===== src/lowside_consts.svh =====
// Constants of the low-side switch status register block.
// Included by every file that uses its macros; holds definitions only.
`ifndef LOWSIDE_CONSTS_SVH
`define LOWSIDE_CONSTS_SVH

// ---------------------------------------------------------------
// Serial command codes
// ---------------------------------------------------------------
`define READ_IDENTIFIER_CMD      8'h01
`define READ_REVISION_CMD        8'h02
`define READ_INPUTS_LOW_CMD      8'h03
`define READ_INPUTS_HIGH_CMD     8'h04
`define WRITE_SUPPLY_CONFIG_CMD  8'h05
`define READ_SUPPLY_STATUS_CMD   8'h06
`define CLEAR_DIAG_CMD           8'h07
`define WRITE_BUS_CONFIG_CMD     8'h08
`define READ_BUS_CONFIG_CMD      8'h09
`define READ_DIAG_BASE_CMD       8'h10
`define DIAG_REG_COUNT           3'h5

// ---------------------------------------------------------------
// Field positions of the supply status/configuration and bus configuration registers
// ---------------------------------------------------------------
`define STAT_OV_BIT              0
`define STAT_UV_BIT              1
`define STAT_ENABLE_BIT          2
`define STAT_ERROR_BIT           3
`define STAT_OT_BIT              4
`define CFG_LATCH_BIT            5
`define CFG_SELECT_BIT           6
`define CFG_DISABLE_BIT          7
`define BUS_MUX_BIT              1

// ---------------------------------------------------------------
// Reset values and frame timing
// ---------------------------------------------------------------
`define SUPPLY_CFG_RESET         3'h7
`define BUS_CFG_RESET            7'h7f
`define DIAG_BITS                36
`define DIAG_RESET               36'hf_ffff_ffff
`define STAGE_OK                 2'h3
`define CMD_BITS                 5'h08
`define FRAME_BITS               5'h10

`endif


===== src/lowside_pkg.sv =====
// Types shared by the low-side switch status register block.
// Needs nothing from its surroundings.
package lowside_pkg;
  typedef logic [7:0] reg_byte_t;
  typedef logic [4:0] bit_count_t;
  typedef logic [1:0] stage_code_t;
endpackage


===== src/diag_register_bank.sv =====
// Bank of five diagnostic registers with sticky fault capture.
// Expects all inputs already synchronous to clk_in.
`timescale 1ns/100ps
`include "lowside_consts.svh"

module diag_register_bank (
  input  wire logic                   clk_in,
  input  wire logic                   nrst_in,
  input  wire logic                   soft_rst_in,
  input  wire logic                   clear_in,
  input  wire logic [`DIAG_BITS-1:0]  code_in,
  input  wire logic                   ubatt_ok_in,
  input  wire logic [2:0]             addr_in,
  output logic      [7:0]             rdata_out,
  output logic                        any_error_out
);

  logic [`DIAG_BITS-1:0] store;

  // ---------------------------------------------------------------
  // Per-stage capture
  // ---------------------------------------------------------------
  // A stage keeps its last fault code until a clear finds the input
  // healthy or soft_rst_in resets it; a clear while the fault persists reloads the fault.
  genvar g;
  generate
    for (g = 0; g < `DIAG_BITS / 2; g++) begin : g_stage
      always_ff @(posedge clk_in or negedge nrst_in) begin
        if (!nrst_in) begin
          store[2*g+1:2*g] <= `STAGE_OK;
        end else if (soft_rst_in) begin
          store[2*g+1:2*g] <= `STAGE_OK;
        end else if (clear_in || code_in[2*g+1:2*g] != `STAGE_OK) begin
          store[2*g+1:2*g] <= code_in[2*g+1:2*g];
        end
      end

      a_fault_keep: assert property (@(posedge clk_in) disable iff (!nrst_in)
        (clear_in && !soft_rst_in && code_in[2*g+1:2*g] != `STAGE_OK)
        |=> store[2*g+1:2*g] == $past(code_in[2*g+1:2*g]))
        else $error("clear dropped a fault that is still present");
    end
  endgenerate

  // ---------------------------------------------------------------
  // Read port and summary flag
  // ---------------------------------------------------------------
  always_ff @(posedge clk_in or negedge nrst_in) begin
    if (!nrst_in) begin
      rdata_out <= 8'hff;
    end else if (addr_in < 3'h4) begin
      rdata_out <= store[{addr_in, 3'h0} +: 8];
    end else if (addr_in == 3'h4) begin
      rdata_out <= {3'h7, ubatt_ok_in, store[`DIAG_BITS-1:32]};
    end else begin
      rdata_out <= 8'hff;
    end
  end

  always_ff @(posedge clk_in or negedge nrst_in) begin
    if (!nrst_in) begin
      any_error_out <= 1'b0;
    end else begin
      any_error_out <= (store != `DIAG_RESET);
    end
  end

  a_clear_ones: assert property (@(posedge clk_in) disable iff (!nrst_in)
    (clear_in && code_in == `DIAG_RESET) |=> store == `DIAG_RESET)
    else $error("clear with healthy inputs did not set all ones");

  a_fault_sticky: assert property (@(posedge clk_in) disable iff (!nrst_in)
    (store != `DIAG_RESET && !clear_in && !soft_rst_in)
    |=> ##1 any_error_out)
    else $error("stored fault vanished without a clear");

endmodule // diag_register_bank


===== src/lowside_switch_status_regs.sv =====
// Serial-reachable status and configuration registers of a
// low-side switch: identifier, revision, input readback, supply
// status/configuration, bus configuration and diagnostics clear.
// Assumes an SPI master in mode 0 with 16-bit frames, command byte
// first; all pins are asynchronous and are sampled by clk_in.
`timescale 1ns/100ps
`include "lowside_consts.svh"

module lowside_switch_status_regs #(
  parameter logic [7:0] CHIP_ID  = 8'h5a, // Arbitrary value.
  parameter logic [3:0] SW_REV   = 4'h3,  // Arbitrary value.
  parameter logic [3:0] MASK_REV = 4'h2   // Arbitrary value.
) (
  input  wire logic                  clk_in,
  input  wire logic                  nrst_in,
  input  wire logic                  reset_pin_n_in,
  input  wire logic                  spi_sclk_in,
  input  wire logic                  spi_ncs_in,
  input  wire logic                  spi_mosi_in,
  output logic                       spi_miso_out,
  output logic                       spi_miso_oe_out,
  input  wire logic [4:0]            par_in_low_in,
  input  wire logic                  parallel_input_eight_in,
  input  wire logic [6:0]            par_in_high_in,
  input  wire logic                  serial_bus_test_bit_in,
  input  wire logic                  overvoltage_in,
  input  wire logic                  undervoltage_in,
  input  wire logic                  ubatt_ok_in,
  input  wire logic [17:0]           overtemperature_in,
  input  wire logic [`DIAG_BITS-1:0] stage_code_in,
  input  wire logic                  enable_pin_in,
  output logic                       enable_pin_out,
  output logic                       enable_pin_oe_out,
  output logic                       pullup_enable_out,
  output logic                       bus_multiplex_select_out,
  output logic [5:0]                 scb_shutoff_out,
  output logic                       threshold_test_enable_out,
  output logic                       threshold_test_select_out,
  output logic                       stage_retry_out
);

  localparam int SYNC_W = 76;

  // ---------------------------------------------------------------
  // Pin synchronisers
  // ---------------------------------------------------------------
  // Every pin passes two flip-flops; the chip select resets high so
  // that no frame appears to start while the device comes out of
  // reset.
  logic [SYNC_W-1:0]          sync_a;
  logic [SYNC_W-1:0]          sync_b;
  logic [`DIAG_BITS-1:0]      code_s;
  logic [17:0]                ot_s;
  logic [4:0]                 inl_s;
  logic                       in8_s;
  logic [6:0]                 inh_s;
  logic                       test_s;
  logic                       ov_s;
  logic                       uv_s;
  logic                       ubatt_s;
  logic                       abe_s;
  logic                       rstpin_s;
  logic                       mosi_s;
  logic                       sclk_s;
  logic                       ncs_s;
  logic                       sclk_d;
  logic                       ncs_d;

  always_ff @(posedge clk_in or negedge nrst_in) begin
    if (!nrst_in) begin
      sync_a <= {{(SYNC_W-1){1'b0}}, 1'b1};
      sync_b <= {{(SYNC_W-1){1'b0}}, 1'b1};
    end else begin
      sync_a <= {stage_code_in, overtemperature_in, par_in_low_in,
                 parallel_input_eight_in, par_in_high_in,
                 serial_bus_test_bit_in, overvoltage_in,
                 undervoltage_in, ubatt_ok_in, enable_pin_in,
                 reset_pin_n_in, spi_mosi_in, spi_sclk_in,
                 spi_ncs_in};
      sync_b <= sync_a;
    end
  end

  assign {code_s, ot_s, inl_s, in8_s, inh_s, test_s, ov_s, uv_s,
          ubatt_s, abe_s, rstpin_s, mosi_s, sclk_s, ncs_s} = sync_b;

  always_ff @(posedge clk_in or negedge nrst_in) begin
    if (!nrst_in) begin
      sclk_d <= 1'b0;
      ncs_d  <= 1'b1;
    end else begin
      sclk_d <= sclk_s;
      ncs_d  <= ncs_s;
    end
  end

  logic sclk_rise;
  logic sclk_fall;
  logic ncs_fall;
  logic ncs_rise;
  logic soft_rst;

  assign sclk_rise = sclk_s & ~sclk_d;
  assign sclk_fall = ~sclk_s & sclk_d;
  assign ncs_fall  = ~ncs_s & ncs_d;
  assign ncs_rise  = ncs_s & ~ncs_d;
  assign soft_rst  = ~rstpin_s;

  // ---------------------------------------------------------------
  // Serial receive
  // ---------------------------------------------------------------
  lowside_pkg::bit_count_t bit_cnt;
  logic [15:0]             rx;

  always_ff @(posedge clk_in or negedge nrst_in) begin
    if (!nrst_in) begin
      bit_cnt <= '0;
      rx      <= '0;
    end else if (ncs_fall) begin
      bit_cnt <= '0;
    end else if (sclk_rise && !ncs_s && bit_cnt != `FRAME_BITS) begin
      bit_cnt <= 5'(bit_cnt + 5'h01);
      rx      <= {rx[14:0], mosi_s};
    end
  end

  logic                    frame_done;
  lowside_pkg::reg_byte_t  frame_cmd;
  logic                    clear_pulse;
  logic                    wr_supply;
  logic                    wr_bus;

  // Writes act only on a frame of at least 16 bits; a short frame is
  // dropped without effect, a longer one acts on its first 16 bits.
  assign frame_done  = ncs_rise && bit_cnt == `FRAME_BITS;
  assign frame_cmd   = rx[15:8];
  assign clear_pulse = frame_done && frame_cmd == `CLEAR_DIAG_CMD;
  assign wr_supply   = frame_done &&
                       frame_cmd == `WRITE_SUPPLY_CONFIG_CMD;
  assign wr_bus      = frame_done && frame_cmd == `WRITE_BUS_CONFIG_CMD;

  // ---------------------------------------------------------------
  // Configuration registers
  // ---------------------------------------------------------------
  logic ov_latch_en;
  logic thr_select;
  logic thr_disable;

  always_ff @(posedge clk_in or negedge nrst_in) begin
    if (!nrst_in) begin
      {thr_disable, thr_select, ov_latch_en} <= `SUPPLY_CFG_RESET;
    end else if (soft_rst) begin
      {thr_disable, thr_select, ov_latch_en} <= `SUPPLY_CFG_RESET;
    end else if (wr_supply) begin
      {thr_disable, thr_select, ov_latch_en} <= rx[7:5];
    end
  end

  always_ff @(posedge clk_in or negedge nrst_in) begin
    if (!nrst_in) begin
      {scb_shutoff_out, bus_multiplex_select_out} <= `BUS_CFG_RESET;
    end else if (soft_rst) begin
      {scb_shutoff_out, bus_multiplex_select_out} <= `BUS_CFG_RESET;
    end else if (wr_bus) begin
      {scb_shutoff_out, bus_multiplex_select_out} <= rx[7:1];
    end
  end

  // Control lines to the analog monitor and the input cells.
  always_ff @(posedge clk_in or negedge nrst_in) begin
    if (!nrst_in) begin
      pullup_enable_out         <= 1'b1;
      threshold_test_enable_out <= 1'b0;
      threshold_test_select_out <= 1'b1;
    end else begin
      pullup_enable_out         <= bus_multiplex_select_out;
      threshold_test_enable_out <= ~thr_disable;
      threshold_test_select_out <= thr_select;
    end
  end

  // ---------------------------------------------------------------
  // Supply monitoring
  // ---------------------------------------------------------------
  // The stored overvoltage is cleared only by the internal reset or
  // by switching the latch off, never by the reset pin.
  logic ov_stored;

  always_ff @(posedge clk_in or negedge nrst_in) begin
    if (!nrst_in) begin
      ov_stored <= 1'b0;
    end else if (!ov_latch_en) begin
      ov_stored <= 1'b0;
    end else if (ov_s) begin
      ov_stored <= 1'b1;
    end
  end

  // The enable monitor pin is open drain and is pulled low while the
  // supply is out of range.
  always_ff @(posedge clk_in or negedge nrst_in) begin
    if (!nrst_in) begin
      enable_pin_out    <= 1'b0;
      enable_pin_oe_out <= 1'b0;
    end else begin
      enable_pin_out    <= 1'b0;
      enable_pin_oe_out <= ov_s | uv_s | ov_stored;
    end
  end

  // Overtemperature of any stage wins over a simultaneous clear.
  logic ot_flag;

  always_ff @(posedge clk_in or negedge nrst_in) begin
    if (!nrst_in) begin
      ot_flag <= 1'b1;
    end else if (|ot_s) begin
      ot_flag <= 1'b0;
    end else if (clear_pulse || soft_rst || uv_s) begin
      ot_flag <= 1'b1;
    end
  end

  // ---------------------------------------------------------------
  // Diagnostics
  // ---------------------------------------------------------------
  lowside_pkg::reg_byte_t diag_rdata;
  logic                   any_error;

  diag_register_bank u_diag (
    .clk_in        (clk_in),
    .nrst_in       (nrst_in),
    .soft_rst_in   (soft_rst),
    .clear_in      (clear_pulse),
    .code_in       (code_s),
    .ubatt_ok_in   (ubatt_s),
    .addr_in       (rx[2:0]),
    .rdata_out     (diag_rdata),
    .any_error_out (any_error)
  );

  // Stages shut off or limited by a short are released for one cycle
  // so that their filter timers start again.
  always_ff @(posedge clk_in or negedge nrst_in) begin
    if (!nrst_in) begin
      stage_retry_out <= 1'b0;
    end else begin
      stage_retry_out <= clear_pulse;
    end
  end

  // ---------------------------------------------------------------
  // Read data and serial transmit
  // ---------------------------------------------------------------
  lowside_pkg::reg_byte_t status_byte;
  lowside_pkg::reg_byte_t read_byte;
  logic [7:0]             tx;

  assign status_byte = {thr_disable, thr_select, ov_latch_en, ot_flag,
                        ~any_error, abe_s, ~uv_s,
                        ~(ov_s | ov_stored)};

  always_comb begin
    read_byte = 8'h00;
    case (rx[7:0])
      `READ_IDENTIFIER_CMD:    read_byte = CHIP_ID;
      `READ_REVISION_CMD:      read_byte = {SW_REV, MASK_REV};
      `READ_INPUTS_LOW_CMD:
        read_byte = {~in8_s, test_s, 1'b0, inl_s};
      `READ_INPUTS_HIGH_CMD:   read_byte = {1'b0, inh_s};
      `READ_SUPPLY_STATUS_CMD: read_byte = status_byte;
      `READ_BUS_CONFIG_CMD:
        read_byte = {scb_shutoff_out, bus_multiplex_select_out, 1'b1};
      default: begin
        if (rx[7:3] == `READ_DIAG_BASE_CMD >> 3 &&
            rx[2:0] < `DIAG_REG_COUNT) begin
          read_byte = diag_rdata;
        end
      end
    endcase
  end

  // The answer byte is sampled live at the falling edge that follows
  // the last command bit and shifted out on the falling edges.
  always_ff @(posedge clk_in or negedge nrst_in) begin
    if (!nrst_in) begin
      tx           <= '0;
      spi_miso_out <= 1'b0;
    end else if (ncs_fall) begin
      tx           <= '0;
      spi_miso_out <= 1'b0;
    end else if (sclk_fall && !ncs_s) begin
      if (bit_cnt == `CMD_BITS) begin
        spi_miso_out <= read_byte[7];
        tx           <= {read_byte[6:0], 1'b0};
      end else begin
        spi_miso_out <= tx[7];
        tx           <= {tx[6:0], 1'b0};
      end
    end
  end

  always_ff @(posedge clk_in or negedge nrst_in) begin
    if (!nrst_in) begin
      spi_miso_oe_out <= 1'b0;
    end else begin
      spi_miso_oe_out <= ~ncs_s;
    end
  end

  // ---------------------------------------------------------------
  // Checks
  // ---------------------------------------------------------------
  logic load_tx;
  assign load_tx = sclk_fall && !ncs_s && bit_cnt == `CMD_BITS;

  a_ident_load: assert property (@(posedge clk_in) disable iff (!nrst_in)
    (load_tx && rx[7:0] == `READ_IDENTIFIER_CMD)
    |=> {spi_miso_out, tx[7:1]} == CHIP_ID)
    else $error("identifier byte wrong");

  a_rev_load: assert property (@(posedge clk_in) disable iff (!nrst_in)
    (load_tx && rx[7:0] == `READ_REVISION_CMD)
    |=> {spi_miso_out, tx[7:1]} == {SW_REV, MASK_REV})
    else $error("revision byte wrong");

  a_inputs_low: assert property (@(posedge clk_in) disable iff (!nrst_in)
    (load_tx && rx[7:0] == `READ_INPUTS_LOW_CMD)
    |=> spi_miso_out == !$past(in8_s) && tx[7] == $past(test_s) &&
        !tx[6] && tx[5:1] == $past(inl_s))
    else $error("low input byte wrong");

  a_inputs_high: assert property (@(posedge clk_in) disable iff (!nrst_in)
    (load_tx && rx[7:0] == `READ_INPUTS_HIGH_CMD)
    |=> !spi_miso_out && tx[7:1] == $past(inh_s))
    else $error("high input byte wrong");

  a_status_load: assert property (@(posedge clk_in) disable iff (!nrst_in)
    (load_tx && rx[7:0] == `READ_SUPPLY_STATUS_CMD)
    |=> tx[2] == !$past(uv_s) && tx[3] == $past(abe_s) &&
        tx[4] == !$past(any_error))
    else $error("status byte wrong");

  a_pullup_off: assert property (@(posedge clk_in) disable iff (!nrst_in)
    (wr_bus && !soft_rst && !rx[`BUS_MUX_BIT])
    |-> ##2 !pullup_enable_out)
    else $error("pull-ups stay on in serial bus mode");

  a_ov_hold: assert property (@(posedge clk_in) disable iff (!nrst_in)
    (ov_s && ov_latch_en) |=> ##1 (ov_stored || !$past(ov_latch_en)))
    else $error("overvoltage not stored");

  a_ov_release: assert property (@(posedge clk_in) disable iff (!nrst_in)
    !ov_latch_en |=> !ov_stored)
    else $error("stored overvoltage not released");

  a_ot_sticky: assert property (@(posedge clk_in) disable iff (!nrst_in)
    (!ot_flag && !clear_pulse && !soft_rst && !uv_s) |=> !ot_flag)
    else $error("overtemperature flag released early");

  a_ot_clear: assert property (@(posedge clk_in) disable iff (!nrst_in)
    (clear_pulse && ot_s == 18'h0) |=> ot_flag)
    else $error("clear did not restore overtemperature flag");

  a_cfg_write: assert property (@(posedge clk_in) disable iff (!nrst_in)
    (wr_supply && !soft_rst)
    |=> {thr_disable, thr_select, ov_latch_en} == $past(rx[7:5]))
    else $error("supply configuration write lost");

  a_test_enable: assert property (@(posedge clk_in) disable iff (!nrst_in)
    (wr_supply && !soft_rst && !rx[`CFG_DISABLE_BIT])
    |-> ##2 threshold_test_enable_out)
    else $error("threshold test not enabled");

  a_retry_pulse: assert property (@(posedge clk_in) disable iff (!nrst_in)
    clear_pulse |=> stage_retry_out ##1 !stage_retry_out)
    else $error("stage retry pulse wrong");

endmodule // lowside_switch_status_regs


===== config.mk =====
export PLATFORM = sky130hd
export DESIGN_NAME = lowside_switch_status_regs
export DESIGN_NICKNAME = d
export VERILOG_FILES = /design/src/lowside_pkg.sv /design/src/diag_register_bank.sv /design/src/lowside_switch_status_regs.sv
export VERILOG_INCLUDE_DIRS = /design/src
export SDC_FILE = /design/constraint.sdc
export NUM_CORES = 1
export LEC_CHECK = 0
export ABC_AREA = 0
export CORE_UTILIZATION = 25
export DETAILED_ROUTE_END_ITERATION = 8
export DONT_BUFFER_PORTS = 1
export PLACE_DENSITY = 0.41
export SYNTH_ARGS = -nofsm -noshare
export SYNTH_HDL_FRONTEND = slang
export SYNTH_SLANG_ARGS = --single-unit

===== constraint.sdc =====
create_clock -name clk_in -period 2.5 [get_ports clk_in]
set_input_delay 0.125 -clock clk_in [delete_from_list [all_inputs] [get_ports clk_in]]
set_output_delay 0.125 -clock clk_in [all_outputs]
set_load 0.005 [all_outputs]

# Yosys cells after proc, flatten, opt, wreduce, memory -nomap -nowiden
# Cells that the tools add are included.
word_totals:
  wordCells: 213
  output_inout_bits: 15
  register_bits: 247
  in_bits: 78
op_classes:
  n_shift: 1
  reduce_logical: 34
  n_addsub: 1
  n_lt_le_gt_ge: 2
  muxes: 62
  n_bitwise: 18
  n_eq_ne: 54
op_table:
  columns: ["cell", "n"]
  rows:
  - ["2-bit 2-to-1 mux", 36]
  - ["8-bit one-hot mux with 6 select lines", 1]
  - ["8-bit 2-to-1 mux", 5]
  - ["2-bit by 1-bit != test with 1-bit output (second input constant)", 20]
  - ["2-bit != test (second input constant)", 19]
  - ["36-bit != test (second input constant)", 1]
  - ["36-bit by 7-bit indexed part select with 8-bit output", 1]
  - ["8-bit by 3-bit equality test with 1-bit output (second input constant)", 4]
  - ["1-bit logical OR", 20]
  - ["18-bit OR reduction", 1]
  - ["8-bit by 2-bit equality test with 1-bit output (second input constant)", 2]
  - ["8-bit by 4-bit equality test with 1-bit output (second input constant)", 2]
  - ["1-bit 2-to-1 mux", 15]
  - ["5-bit 2-to-1 mux", 3]
  - ["6-bit 2-to-1 mux", 2]
  - ["1-bit NOT", 11]
  - ["8-bit by 1-bit equality test with 1-bit output (second input constant)", 1]
  - ["1-bit logical AND", 8]
  - ["3-bit < comparator (second input constant)", 2]
  - ["2-bit nonzero test", 3]
  - ["5-bit by 1-bit adder with 5-bit output (second input constant)", 1]
  - ["5-bit by 2-bit equality test with 1-bit output (second input constant)", 1]
  - ["5-bit by 4-bit equality test with 1-bit output (second input constant)", 1]
  - ["5-bit equality test (second input constant)", 1]
  - ["6 further kinds", 11]

# Depth between registers and ports, before layout
# Gate-level depths: netlist of the first run.
logic_depth:
  word_depth: 8
  depth_mapped: 8
  ltp_nobuf: 6

# Cells and area by module
# From an unflattened synthesis of the first run, not the netlist that was laid out.
unflattened:
  cells_unflattened: 588
  hier_area_um2: 8600.7
by_module_without_submodules:
  columns: ["mod", "cells_each", "instances", "area_each_um2", "seq_area_each_um2"]
  rows:
  - ["lowside_switch_status_regs", 394, 1, 6443.7, 5049.8]
  - ["diag_register_bank", 194, 1, 2157.1, 1181.1]

# Worst setup path before layout of the first run
# No wires, ideal clock.
synth_path:
  path_type: "reg2reg"
  start: "reg sync_b[0]"
  end: "reg bus_multiplex_select_out"
  slack_ns: 0.554
  synth_period_minus_slack_ns: 1.946
  setup_time_ns: 0.097
  path_stages_with_launch: 6
  arrival_time_ns: 1.850
  path_buffers: 1
  t_required_ns: 2.403
  path_cell_list: "dfstp_2 -> or4b_4 -> or4_4 -> buf_6 -> o21ai_1 -> nand3_1"
synth_between:
  elab_chain_len: 4
synth_rtl:
  columns: ["element", "line_no", "rtl"]
  rows:
  - ["start, declared", "lowside_switch_status_regs.sv:51", "logic [SYNC_W-1:0] sync_b;"]
  - ["start signal, assigned", "lowside_switch_status_regs.sv:72", "sync_b <= {{(SYNC_W-1){1'b0}}, 1'b1};"]
  - ["start signal, assigned", "lowside_switch_status_regs.sv:80", "sync_b <= sync_a;"]
  - ["1-bit bitwise AND", "lowside_switch_status_regs.sv:106", "assign ncs_rise = ncs_s & ~ncs_d;"]
  - ["1-bit logical AND (no line) (2 in series)", null, null]
  - ["2-bit by 1-bit != test with 1-bit output (no line)", null, null]
  - ["end signal, assigned", "lowside_switch_status_regs.sv:161", "{scb_shutoff_out, bus_multiplex_select_out} <= `BUS_CFG_RESET;"]
  - ["end signal, assigned", "lowside_switch_status_regs.sv:163", "{scb_shutoff_out, bus_multiplex_select_out} <= `BUS_CFG_RESET;"]
  - ["end signal, assigned", "lowside_switch_status_regs.sv:165", "{scb_shutoff_out, bus_multiplex_select_out} <= rx[7:1];"]
  - ["end, declared", "lowside_switch_status_regs.sv:35", "output logic bus_multiplex_select_out,"]
# Every way passes these cells.
# A chain may end at the register's enable or synchronous reset.

# Worst setup path in the final report of the first run
layout_path:
  start: "reg rx[4]"
  end: "reg tx[2]"
layout_between:
  elab_chain_len: 7
  elab_cells_between_ends: 13
  classes_between: "eq/ne: 7; mux: 5; reduce/logical: 1"
layout_rtl:
  columns: ["element", "line_no", "rtl"]
  rows:
  - ["start, declared", "lowside_switch_status_regs.sv:113", "logic [15:0] rx;"]
  - ["start signal, assigned", "lowside_switch_status_regs.sv:123", "rx <= {rx[14:0], mosi_s};"]
  - ["5-bit by 2-bit equality test with 1-bit output", "lowside_switch_status_regs.sv:275", "if (rx[7:3] == `READ_DIAG_BASE_CMD >> 3 &&"]
  - ["1-bit logical AND (no line)", null, null]
  - ["8-bit 2-to-1 mux", "lowside_switch_status_regs.sv:275", null]
  - ["8-bit one-hot mux with 6 select lines (*)", "lowside_switch_status_regs.sv:265", "case (rx[7:0])"]
  - ["8-bit 2-to-1 mux (*)", "lowside_switch_status_regs.sv:293", "if (bit_cnt == `CMD_BITS) begin"]
  - ["8-bit 2-to-1 mux (*)", "lowside_switch_status_regs.sv:292", "end else if (sclk_fall && !ncs_s) begin"]
  - ["8-bit 2-to-1 mux (*)", "lowside_switch_status_regs.sv:289", "end else if (ncs_fall) begin"]
  - ["end signal, assigned", "lowside_switch_status_regs.sv:295", "tx <= {read_byte[6:0], 1'b0};"]
  - ["end signal, assigned", "lowside_switch_status_regs.sv:298", "tx <= {tx[6:0], 1'b0};"]
  - ["end, declared", "lowside_switch_status_regs.sv:257", "logic [7:0] tx;"]
# Mark *: on every way between the ends. The rest lies on a longest branch, timed or not. The select of a mux whose other input is x is not followed.

==> results of run 1 <==
==> area by class of cell <==
| class | instances | area [sq um] | area share |
|---|---|---|---|
| Clock buffer | 32 | 746 | 0.0686 |
| Clock inverter | 19 | 338 | 0.0311 |
| Inverter | 10 | 37.5 | 0.00345 |
| Multi-Input combinational cell | 319 | 2100 | 0.193 |
| Sequential cell | 246 | 6230 | 0.573 |
| Tap cell | 448 | 561 | 0.0515 |
| Timing Repair Buffer | 88 | 863 | 0.0794 |
==> cell usage in the layout, fill, tap and decap left out, drive strengths merged, types with 3 or more instances in the layout <==
cell type and instances:
a21oi 3, a221oi 10, a22oi 4, a32oi 8, buf 12, bufinv 8
clkbuf 32, clkinv 7, clkinvlp 3, dfrtp 186, dfstp 60, dlygate4sd3 76
inv 11, mux2 20, mux2i 5, mux4 6, nand2 56, nand2b 40
nand3 26, nand3b 4, nand4 10, nor2 14, nor3 6, nor4 8
o211ai 3, o21ai 58, or2 5, or3 4, xor2 3
==> critical path: stages, from the launching register on <==
cell and delay (ns):
sky130_fd_sc_hd__dfrtp_1 0.47, sky130_fd_sc_hd__or4b_1 0.60, sky130_fd_sc_hd__nor2_1 0.46, sky130_fd_sc_hd__a221oi_1 0.18, sky130_fd_sc_hd__a32oi_1 0.26
==> path summary, 6_finish.rpt <==
path                                       start                to  slack [ns]
min reg2reg                           sync_a[47]        sync_b[47]        0.35
max reg2reg                                rx[4]             tx[2]        0.43
min                                      nrst_in            rx[11]       -0.68
max                                        rx[4]             tx[2]        0.43
min in group clk_in        overtemperature_in[0]        sync_a[22]        0.12
max in group asynchronous                nrst_in  u_diag.store[12]        2.82
==> through the flow <==
| stage | std cells | power (mW) | cell area, sq um |
|---|---|---|---|
| finish | 1162 | 9.99 | 10900 |
| global route | 1162 | 10.4 | 10900 |
| CTS | 1162 | 10.2 | 10900 |
| detailed placement | 1035 | 5.34 | 9030 |
| global placement | 1035 | 5.32 | 9030 |
| floorplan | 597 | 5.05 | 8460 |
==> logic make-up (layout without fill, tap and decap cells) <==
kind of cell,count (synthesis),in the layout,synth area share
multiplexers,31,31,0.0485
buffers and inverters,32,149,0.0166
XOR/XNOR,4,4,0.00414
other,1,1,0.000443
adder cells (fa/ha/maj),2,2,0.00296
flip-flops,246,246,0.736
AO/OA/AOI/OAI,90,90,0.0670
AND/OR/NAND/NOR,191,191,0.124
==> registers in the layout (all words and copies together) (netlist names), 5 cells and up <==
| name | flops |
|---|---|
| sync_b | 76 |
| u_diag.store | 36 |
| u_diag.rdata_out | 8 |
| tx | 7 |
| sync_a | 76 |
| bit_cnt | 5 |
| rx | 16 |
| scb_shutoff_out | 6 |
==> synth_stat cells, types with 2 or more instances <==
| library cell | number |
|---|---|
| sky130_fd_sc_hd__nand2_1 | 56 |
| sky130_fd_sc_hd__or2_2 | 4 |
| sky130_fd_sc_hd__buf_2 | 4 |
| sky130_fd_sc_hd__nor3_1 | 6 |
| sky130_fd_sc_hd__inv_1 | 10 |
| sky130_fd_sc_hd__mux2i_1 | 5 |
| sky130_fd_sc_hd__nor2_1 | 13 |
| sky130_fd_sc_hd__a221oi_1 | 10 |
| sky130_fd_sc_hd__nand4bb_1 | 2 |
| sky130_fd_sc_hd__dfrtp_1 | 186 |
| sky130_fd_sc_hd__nor2b_1 | 2 |
| sky130_fd_sc_hd__a22oi_1 | 4 |
| sky130_fd_sc_hd__nor3b_1 | 2 |
| sky130_fd_sc_hd__nand2b_1 | 40 |
| sky130_fd_sc_hd__nor4_1 | 5 |
| sky130_fd_sc_hd__nor4bb_1 | 2 |
| sky130_fd_sc_hd__mux2_2 | 20 |
| sky130_fd_sc_hd__mux4_2 | 6 |
| sky130_fd_sc_hd__and2_1 | 2 |
| sky130_fd_sc_hd__ha_1 | 2 |
| sky130_fd_sc_hd__clkbuf_1 | 13 |
| sky130_fd_sc_hd__buf_4 | 2 |
| sky130_fd_sc_hd__o21ai_1 | 10 |
| sky130_fd_sc_hd__nand3_1 | 26 |
| sky130_fd_sc_hd__or3_1 | 4 |
| sky130_fd_sc_hd__xor2_1 | 3 |
| sky130_fd_sc_hd__o21ai_0 | 48 |
| sky130_fd_sc_hd__nand3b_1 | 4 |
| sky130_fd_sc_hd__a21oi_1 | 3 |
| sky130_fd_sc_hd__o211ai_1 | 3 |
| sky130_fd_sc_hd__dfstp_2 | 60 |
| sky130_fd_sc_hd__a32oi_1 | 8 |
| sky130_fd_sc_hd__nor4_2 | 3 |
| sky130_fd_sc_hd__buf_1 | 2 |
| sky130_fd_sc_hd__nand4_1 | 10 |
==> report_power, final <==
group	switching (mW)	internal [mW]
clock network	1.64	2.98
registers	0.171	4.31
logic	0.465	0.418
==> per-layer routing <==
metal | up-vias | GRT usage
met5 | - | 0
met4 | 0 | 0.0328
met3 | 33 | 0.0231
met2 | 146 | 0.176
met1 | 2501 | 0.140
li1 | 2276 | -
==> reports/results.txt, run 1 <==
The flow ran to the end, but the final reports show violations. The final reports fail on hold timing. Number of failing setup endpoints in the final timing report: 0. After the first detailed-routing iteration, the DRC count stood at 224. The worst reg-to-reg path cell count works out to 4. The number of warnings issued by yosys came out at 0. Starting density of the core: 0.253. The via count of the first global-routing pass came out at 5,148. The pre-antenna-repair detailed-routing pass consisted of 5 iterations. The tools report the post-route DRC violation count as 0. The number of different library cells used by synthesis comes to 52. TritonCTS built the clock tree. The die covers 34,600 sq um. The clock slew seen by the registers of the worst setup and hold paths was 0.06 ns; the first-pass GRT wire length was 28.4 mm.

The core region is 33,400 sq um. Data arrival time of the critical path: 2.52 ns. The final layout contains routed wiring with a total length of 17.9 mm. The worst setup path is launched from a flop.

The async set-reset flop share out of synthesis came out at 1.00. The post-synthesis to final-layout area growth was 28.5%; the fraction of post-synthesis cell area in the top cell type by area was 0.550. The tree is rooted in a sky130_fd_sc_hd__clkbuf_16. In this run the horizontal extent of the chip is 186 um. The post-layout utilization of the core was 0.325; the sum of overflow across all layers after global routing was 0. The number of endpoints with negative hold slack in the final report was 246.

Classification of the worst setup path: reg -> reg. The clock sink count was 246; the total half-perimeter wirelength after legalization and detailed placement was 11.8 mm. Setup slack closes at 0.433 ns. In the post-synthesis netlist, the biggest area contributors are sky130_fd_sc_hd__dfrtp_1 (55%), sky130_fd_sc_hd__dfstp_2 (19%), sky130_fd_sc_hd__nand2b_1 (3.0%).

The number of storage elements in the synthesis netlist was 246; the deepest clock path buffer count was 3. TritonCTS created 28 clock buffers. The run gives 0 as the number of nets still failing antenna checks after routing. The total power divided by cell area is 918 nW/um^2, and the leakage power is 4.45 nW.

The final critical-path share of the clock period is 0.827, and the depth of the CTS H-tree is 1. The largest clock skew in the final design is 0.0245 ns, and the vertical die dimension is 186 um. In this run, post-CTS hold repair placed 76 buffers.

The required time at the endpoint of the critical path was 2.95 ns. The post-layout net count came out at 773. The gate count after technology mapping is 597, and the total via count in the routed design is 4,956. The wire length on met2 was 8.64 mm. The ratio of routed vias to standard cells was 4.27; the top fanout value on the critical path was 8. The library cell with the largest summed area after synthesis was sky130_fd_sc_hd__dfrtp_1. Site row count: 67. For the worst-skew pair, the clock arrives at the later sink with an insertion delay of 0.55 ns.

The average routed wire per standard cell is 15.4 um, and the fraction of final layout cells sized beyond drive strength 1 is 0.223. The logs give 0.802 for the placer congestion estimate and 0.455 ns for the post-placement worst setup slack. Number of buffer cells added on primary ports: 0. After synthesis, the mean cell area works out to 14.2 sq um. The synthesized netlist occupies a cell area of 8460 sq um.

The tool flagged a number of max-cap violations equal to 0. The total negative slack for setup checks was 0 ns. Signal routing reaches up to met4.

Timing would allow up to 0.484 GHz. After filler insertion, the fill cell instance count of the layout stands at 3,204. After layout, the minimum clock period comes to 2.07 ns. The overall routing resource usage came out at 0.107.

The worst setup path is captured at a flop. The run gives 0 as the number of antenna violations at the first check in global routing. Counting flops with a built-in enable in the synthesized netlist gives 0. For this design the top-level I/O count stands at 93.

The tightest min-delay check is of the in -> async type. Setup repair after global routing left no endpoint under its margin. Sequential-to-total area share from yosys stat: 0.736.

The run gives 0 as the antenna diode count. The most used flip-flop cell after synthesis is sky130_fd_sc_hd__dfrtp_1. The worst-case headroom to the max-slew limit came out at 0.628.

Counting every net in the synthesized netlist gives 677. The tools report the wire length on met3 as 864 um. The maximum number of pins on one net before global-route repair was 247; the worst hold margin was -0.678 ns.

The worst-case IR drop observed on VDD is 0.534 mV. The logs give 0 for the setup fix buffers added after clock tree synthesis and 0 for the post-cts sizing count. For this block, wires on met1 add up to 7.88 mm. Transition time at the pin with the least slew margin: 0.556 ns. The run gives 0 as the max-slew violation total from the final report.
(Power assumes the default switching activity.)
==> inputs of run 2 (changes only) <==
PLACE_DENSITY = 0.43   (was 0.41)
clock period = 1.9 ns   (was 2.5 ns; I/O delays follow)
==> reports/results.txt, run 2 (synthesis gave the netlist of run 1 again) <==
The total negative slack for setup checks was -0.765 ns (-0.765 ns); the final critical-path setup slack was -0.0714 ns (-0.504 ns). Clock slew seen by the registers of the worst setup and hold paths: 0.06 ns (about the same). The ratio of routed vias to standard cells works out to 4.32 (+1.2%). For the clock sink count, the log shows 246 (unchanged). Post-layout net count: 799 (+3.4%).

For the worst hold margin, the log shows -0.751 ns (-0.0730 ns). Number of buffer cells added on primary ports: 0 (unchanged). Highest clock rate: 0.507 GHz (+4.8%). Setup repair after global routing could not meet its margin everywhere. The total of max-cap violations is 0 (unchanged).

Leaving out fill and tap cells, the most frequent cells in the layout are sky130_fd_sc_hd__dfrtp_1 (186), sky130_fd_sc_hd__dlygate4sd3_1 (76), sky130_fd_sc_hd__dfstp_2 (60). Leakage power: 4.58 nW (+2.9%). The combined flip-flop and latch cell area came out at 6230 sq um (unchanged).

By startpoint and endpoint, the worst setup path is classified as reg -> reg. In the final layout, the registers with the most flip-flops are sync_a (76), sync_b (76), u_diag.store (36). The time the worst path needs with I/O delays and setup was 1.97 ns (-0.0956 ns); the fraction of met2 tracks used by global routing was 0.182 (+0.00597).

The library cell used most frequently in the layout, excluding fill and tap cells, is sky130_fd_sc_hd__dfrtp_1. The number of optimization iterations in the first detailed-route pass is 5 (unchanged), and the post-layout utilization of the core is 0.333 (+0.00748). The average routed wire per standard cell is 15.8 um (+2.5%).

The run gives 2.42 ns (-0.10 ns) as the data arrival time of the critical path. The worst register-to-register path ends at scb_shutoff_out[5]. The met1 usage in global routing is 0.130 (-0.0103).

The logs give 232 (+3.6%) for the number of violations reported at the end of detailed-routing iteration 0 and 0.55 ns (about the same) for the insertion delay of the later-clocked pin in the worst-skew pair. The final critical-path share of the clock period is 1.04 (+0.211). The total via count in the routed design is 5,133 (+3.6%).

The logs give 0 (unchanged) for the sum of overflow across all layers after global routing and 67 (unchanged) for the site row count. The checks that failed: hold timing, setup timing. The logs give 5,438 (+5.6%) for the via count of the first global-routing pass and 0.253 (unchanged) for the starting density of the core. The number of endpoints with negative hold slack in the final report came out at 246 (unchanged). Number of buffers created by CTS: 28 (unchanged).

The tree is rooted in a sky130_fd_sc_hd__clkbuf_16. The core footprint was 33,400 sq um (unchanged). The tools report the count of placed standard cells including taps as 1,057 (+2.1%). The die outline area was 34,600 sq um (unchanged). TritonCTS built the clock tree. The number of failing setup endpoints in the final timing report was 38 (+38); the combined area of the multi-input logic cells was 2190 sq um (+4.0%).

The number of nets still failing antenna checks after routing is 0 (unchanged). The fraction of final layout cells sized beyond drive strength 1 was 0.260 (+0.0378). The run gives 0.0272 (+0.00411) as the met3 capacity usage during global routing.

For the antenna diode count, the log shows 0 (unchanged). The start of the worst register-to-register path is sync_b[0]. The run finished, with violations left. The number of standard cells in the final layout excluding fillers is 1,189 (+2.3%). The number of hold buffers added after CTS is 76 (unchanged), and the required time at the endpoint of the critical path is 2.35 ns (-0.60 ns). The max-slew violation total from the final report was 0 (unchanged). The worst hold-check path type was in -> async. The worst setup path is captured at a flop. The post-synthesis to final-layout area growth was 31.5%; the deepest clock path buffer count was 3 (unchanged). The vertical die dimension is 186 um (unchanged).

The number of I/O pins came out at 93 (unchanged). The placer congestion estimate is 0.833 (+3.9%), and the overall routing resource usage is 0.108 (+0.00108). The register-to-register setup slack was -0.07 ns (-0.50 ns); the total half-perimeter wirelength after legalization and detailed placement was 12.1 mm (+2.7%). The largest clock skew in the final design was 0.0106 ns (-0.0139 ns); the total wire length after detailed routing was 18.8 mm (+4.9%).

The worst setup path is launched from a flop. The top fanout value on the critical path works out to 5 (-3). The global routing stage identified its most utilized layer as met2. The post-route DRC violation count was 0 (unchanged); the number of antenna violations at the first check in global routing was 0 (unchanged).

The first-pass GRT wire length came out at 28.8 mm (+1.4%). The total power divided by cell area works out to 1160 nW/um^2 (+27%). The number of fill cells in the layout is 3,256 (+1.6%), and the maximum resistive drop on vdd is 0.590 mV (+10%).

The maximum number of pins on one net before global-route repair was 247 (unchanged); the die boundary width was 186 um (unchanged). The worst reg-to-reg path cell count was 4 (unchanged). The depth of the CTS H-tree was 1 (unchanged).
[run 2: how the worst max path moves through the flow]
stage                     slack (ns)                       end  depth (start not counted)       from
after floorplan                 0.01  bus_multiplex_select_out                          4  sync_b[0]
after global placement          0.03          u_diag.store[22]                          5  sync_b[0]
after detailed placement       0.005           u_diag.store[3]                          5  sync_b[0]
after CTS                      -0.03           u_diag.store[3]                          5  sync_b[0]
after global routing           -0.13        scb_shutoff_out[5]                          4  sync_b[0]
final                          -0.07        scb_shutoff_out[5]                          4  sync_b[0]
[run 2: per-stage QoR]
step / hold WS [ns] / setup WS, ns / instance area (sq um) / total power [mW]
detailed placement: -0.175 / 0.00505 / 9220 / 7.10
CTS: -0.763 / -0.0282 / 11000 / 13.1
global placement: -0.183 / 0.0281 / 9220 / 7.08
floorplan: -0.201 / 0.0136 / 8470 / 6.65
global route: -0.782 / -0.125 / 11100 / 13.5
finish: -0.751 / -0.0714 / 11100 / 12.9
[run 2: cell type report]
class,count,area share
Clock buffer,41,0.0748
Inverter,10,0.00337
Timing Repair Buffer,113,0.0978
Tap cell,448,0.0504
Multi-Input combinational cell,320,0.197
Sequential cell,246,0.560
Clock inverter,11,0.0172
[run 2: routing by layer]
metal	vias to the layer above	wire, um
li1	2337	-
met1	2604	7760
met2	146	9250
met3	46	1110
met4	0	694
met5	-	0
[run 2: where the power goes]
| group | switching, mW | internal (mW) | leakage [nW] |
|---|---|---|---|
| combinational | 0.617 | 0.618 | 1.23 |
| sequential | 0.233 | 5.67 | 2.85 |
| clock | 2.09 | 3.71 | 0.490 |
[run 2: what timing repair did]
action | CTS | global route
buffers inserted | 0 | 2
cloned | 0 | 2
endpoints found under the setup margin | 38 | 48
hold endpoints to repair | 322 | 246
pin swaps | 0 | 11
gates resized for setup | 3 | 47
[run 2: critical path, cell delays in order, from the launching register on]
cell and delay, ns:
sky130_fd_sc_hd__dfstp_2 0.53, sky130_fd_sc_hd__or4b_4 0.51, sky130_fd_sc_hd__or4_4 0.57, sky130_fd_sc_hd__o21ai_2 0.16, sky130_fd_sc_hd__nand3_2 0.09
==> inputs of run 3 (changes only) <==
SETUP_SLACK_MARGIN = 0.02   (was unset)
==> reports/results.txt, run 3 (synthesis gave the netlist of run 1 again) <==
For the via count of the first global-routing pass, the log shows 5,428 (-0.18%). The logs give 4.64 nW (+1.3%) for the leakage power and 0 (unchanged) for the number of nets still failing antenna checks after routing. The internal power summed over all cells was 9.78 mW (-2.2%); the post-placement worst setup slack was -0.0489 ns (-0.0539 ns). The worst hold margin is -0.739 ns (+0.0122 ns). The switching share of power is 0.239 (+0.0117), and the core footprint is 33,400 sq um (unchanged). The number of I/O pins came out at 93 (unchanged). Post-layout net count: 805 (+0.75%). In the final layout, the registers with the most flip-flops are sync_a (76), sync_b (76), u_diag.store (36).

The final reports fail on hold timing, setup timing. The worst setup path is captured at a flop. The logs give 0.253 (unchanged) for the starting density of the core and 0.56 ns (about the same) for the insertion delay of the later-clocked pin in the worst-skew pair.

The number of violations reported at the end of detailed-routing iteration 0 was 318 (+37%); the maximum number of pins on one net before global-route repair was 247 (unchanged). TritonCTS built the clock tree. The run gives 0.787 mV (+34%) as the maximum resistive drop on vdd. The depth of the CTS H-tree is 1 (unchanged), and the number of optimization iterations in the first detailed-route pass is 5 (unchanged). For the share of total power in the clock network, the log shows 0.439 (-0.009).

The top cell types in the final layout, fill and taps aside, are sky130_fd_sc_hd__dfrtp_1 (186), sky130_fd_sc_hd__dlygate4sd3_1 (76), sky130_fd_sc_hd__dfstp_2 (60). The post-layout utilization of the core was 0.338 (+0.00490); the number of endpoints with negative hold slack in the final report was 246 (unchanged). The total power divided by cell area was 1140 nW/um^2 (-2.2%). The run gives 0.112 (+0.00342) as the overall routing resource usage.

The slowest stage of the critical path is the sky130_fd_sc_hd__dfstp_2 cell. The cell sitting at the root of the clock tree is a sky130_fd_sc_hd__clkbuf_16. The vertical die dimension is 186 um (unchanged), and the number of failing setup endpoints in the final timing report is 27 (-29%). The ratio of routed vias to standard cells is 4.32 (+0.16%).

The cell family contributing the most delay on the critical path is simple AND/OR/NAND/NOR gates. The final critical-path setup slack is -0.0614 ns (+0.0101 ns), and the clock sink count is 246 (unchanged). Classification of the worst setup path: reg -> reg. Setup repair after global routing could not meet its margin everywhere. The proportion of power drawn by flip-flops and latches is 0.459 (+0.003), and the sum of internal, switching and leakage power is 12.8 mW (-0.73%).

For the net switching power, the log shows 3.07 mW (+4.4%). The total half-perimeter wirelength after legalization and detailed placement was 12.2 mm (+0.91%). The required time at the endpoint of the critical path was 2.33 ns (-0.02 ns). The die boundary width works out to 186 um (unchanged). The number of hold buffers added after CTS was 76 (unchanged); the final critical-path share of the clock period was 1.03 (-0.00530). The highest clock rate is 0.510 GHz (+0.51%), and the clock slew seen by the registers of the worst setup and hold paths is 0.06 ns (about the same). For the max-slew violation total from the final report, the log shows 0 (unchanged).

The commonest non-fill, non-tap cell in the layout was sky130_fd_sc_hd__dfrtp_1. For the post-place instance area, the log shows 9220 sq um (about the same). The signal on the critical path passes through or4b_4, or4_4, o21ai_1, nand3_1. The post-route DRC violation count was 0 (unchanged); the antenna diode count was 0 (unchanged).

Total wire length after detailed routing: 19.5 mm (+3.6%). The area growth from synthesis to layout is 33.4%. The placer congestion estimate is 0.827 (-0.77%), and the number of buffer cells added on primary ports is 0 (unchanged). The run gives 0.0232 ns (+0.0126 ns) as the largest clock skew in the final design. The top fanout value on the critical path is 10 (+5), and the total of max-cap violations is 0 (unchanged). The first-pass GRT wire length came out at 29.6 mm (+2.9%). The combinational fraction of design power is 0.102 (+0.007), and the average routed wire per standard cell is 16.3 um (+3.1%).

The buffer and inverter count on the worst path is 0 (unchanged), and the data arrival time of the critical path is 2.39 ns (-0.03 ns). The worst hold path belongs to the class in -> async. The fraction of final layout cells sized beyond drive strength 1 is 0.296 (+0.0354), and the sum of overflow across all layers after global routing is 0 (unchanged). The number of fill cells in the layout was 3,281 (+0.77%); the time the worst path needs with I/O delays and setup was 1.96 ns (-0.0101 ns). The deepest clock path buffer count came out at 3 (unchanged). The flow ran to the end, but the final reports show violations. The worst setup path is launched from a flop. The site row count was 67 (unchanged); the total via count in the routed design was 5,167 (+0.66%).

Number of antenna violations at the first check in global routing: 0 (unchanged). The die outline area was 34,600 sq um (unchanged); the design area was 11,300 sq um (+1.5%). The number of buffers created by CTS is 28 (unchanged), and the delay contributed by the slowest stage of the critical path is 0.53 ns (-0.04 ns).
[run 3: cell types whose count changed in the layout (fill, tap and decap cells not counted), moves of 2 or more]
cell / delta
sky130_fd_sc_hd__clkinv_2: +4
sky130_fd_sc_hd__clkbuf_8: -3
sky130_fd_sc_hd__clkinv_4: +2
sky130_fd_sc_hd__o21ai_2: +21
sky130_fd_sc_hd__o21ai_0: -2
sky130_fd_sc_hd__clkbuf_1: -2
sky130_fd_sc_hd__buf_4: +3
sky130_fd_sc_hd__o21ai_1: -19
[run 3: final timing paths]
kind	from	end	slack [ns]	depth (start not counted)
worst max-delay path	sync_b[0]	scb_shutoff_out[3]	-0.06	4
worst min-delay path	nrst_in	tx[6]	-0.74	0
worst max register to register	sync_b[0]	scb_shutoff_out[3]	-0.06	4
worst min register to register	sync_a[3]	sync_b[3]	0.34	0
max in group asynchronous	nrst_in	ot_flag	2.24	0
min in group clk_in	stage_code_in[11]	sync_a[51]	0.09	1
[run 3: repair_timing]
action,in CTS,in global routing
resized for setup,3,70
pin swaps,0,28
setup buffers,2,1
cloned,1,5
endpoints found under the hold margin,322,246
endpoints found under the setup margin,29,66
[run 3: metrics by stage]
step / TNS (ns) / instances
floorplan: 0 / 597
global placement: 0 / 1058
detailed placement: -0.0852 / 1058
CTS: -0.108 / 1189
global route: -3.12 / 1195
finish: -0.514 / 1195
[run 3: per-layer routing]
| metal | GRT usage | wire [um] |
|---|---|---|
| met5 | 0 | 0 |
| met4 | 0.0338 | 498 |
| met2 | 0.191 | 9880 |
| met3 | 0.0248 | 1030 |
| met1 | 0.139 | 8080 |
[run 3: area by class of cell]
class | count | area [sq um] | area share
tap | 448 | 561 | 0.0496
sequential | 246 | 6230 | 0.552
clock buffer | 34 | 733 | 0.0649
inverter | 10 | 37.5 | 0.00332
clock inverter | 18 | 259 | 0.0229
timing repair buffer | 120 | 1220 | 0.108
multi-input combinational | 319 | 2250 | 0.200
[run 3: power groups by stage]
stage	Sequential [mW]	Combinational (mW)	Clock (mW)
3_5_place_dp	5.98	1.14	0
2_1_floorplan	5.87	0.780	0
6_report	5.90	1.30	5.64
5_1_grt	5.93	1.44	6.06
3_3_place_gp	5.97	1.11	0
4_1_cts	5.89	1.27	5.87
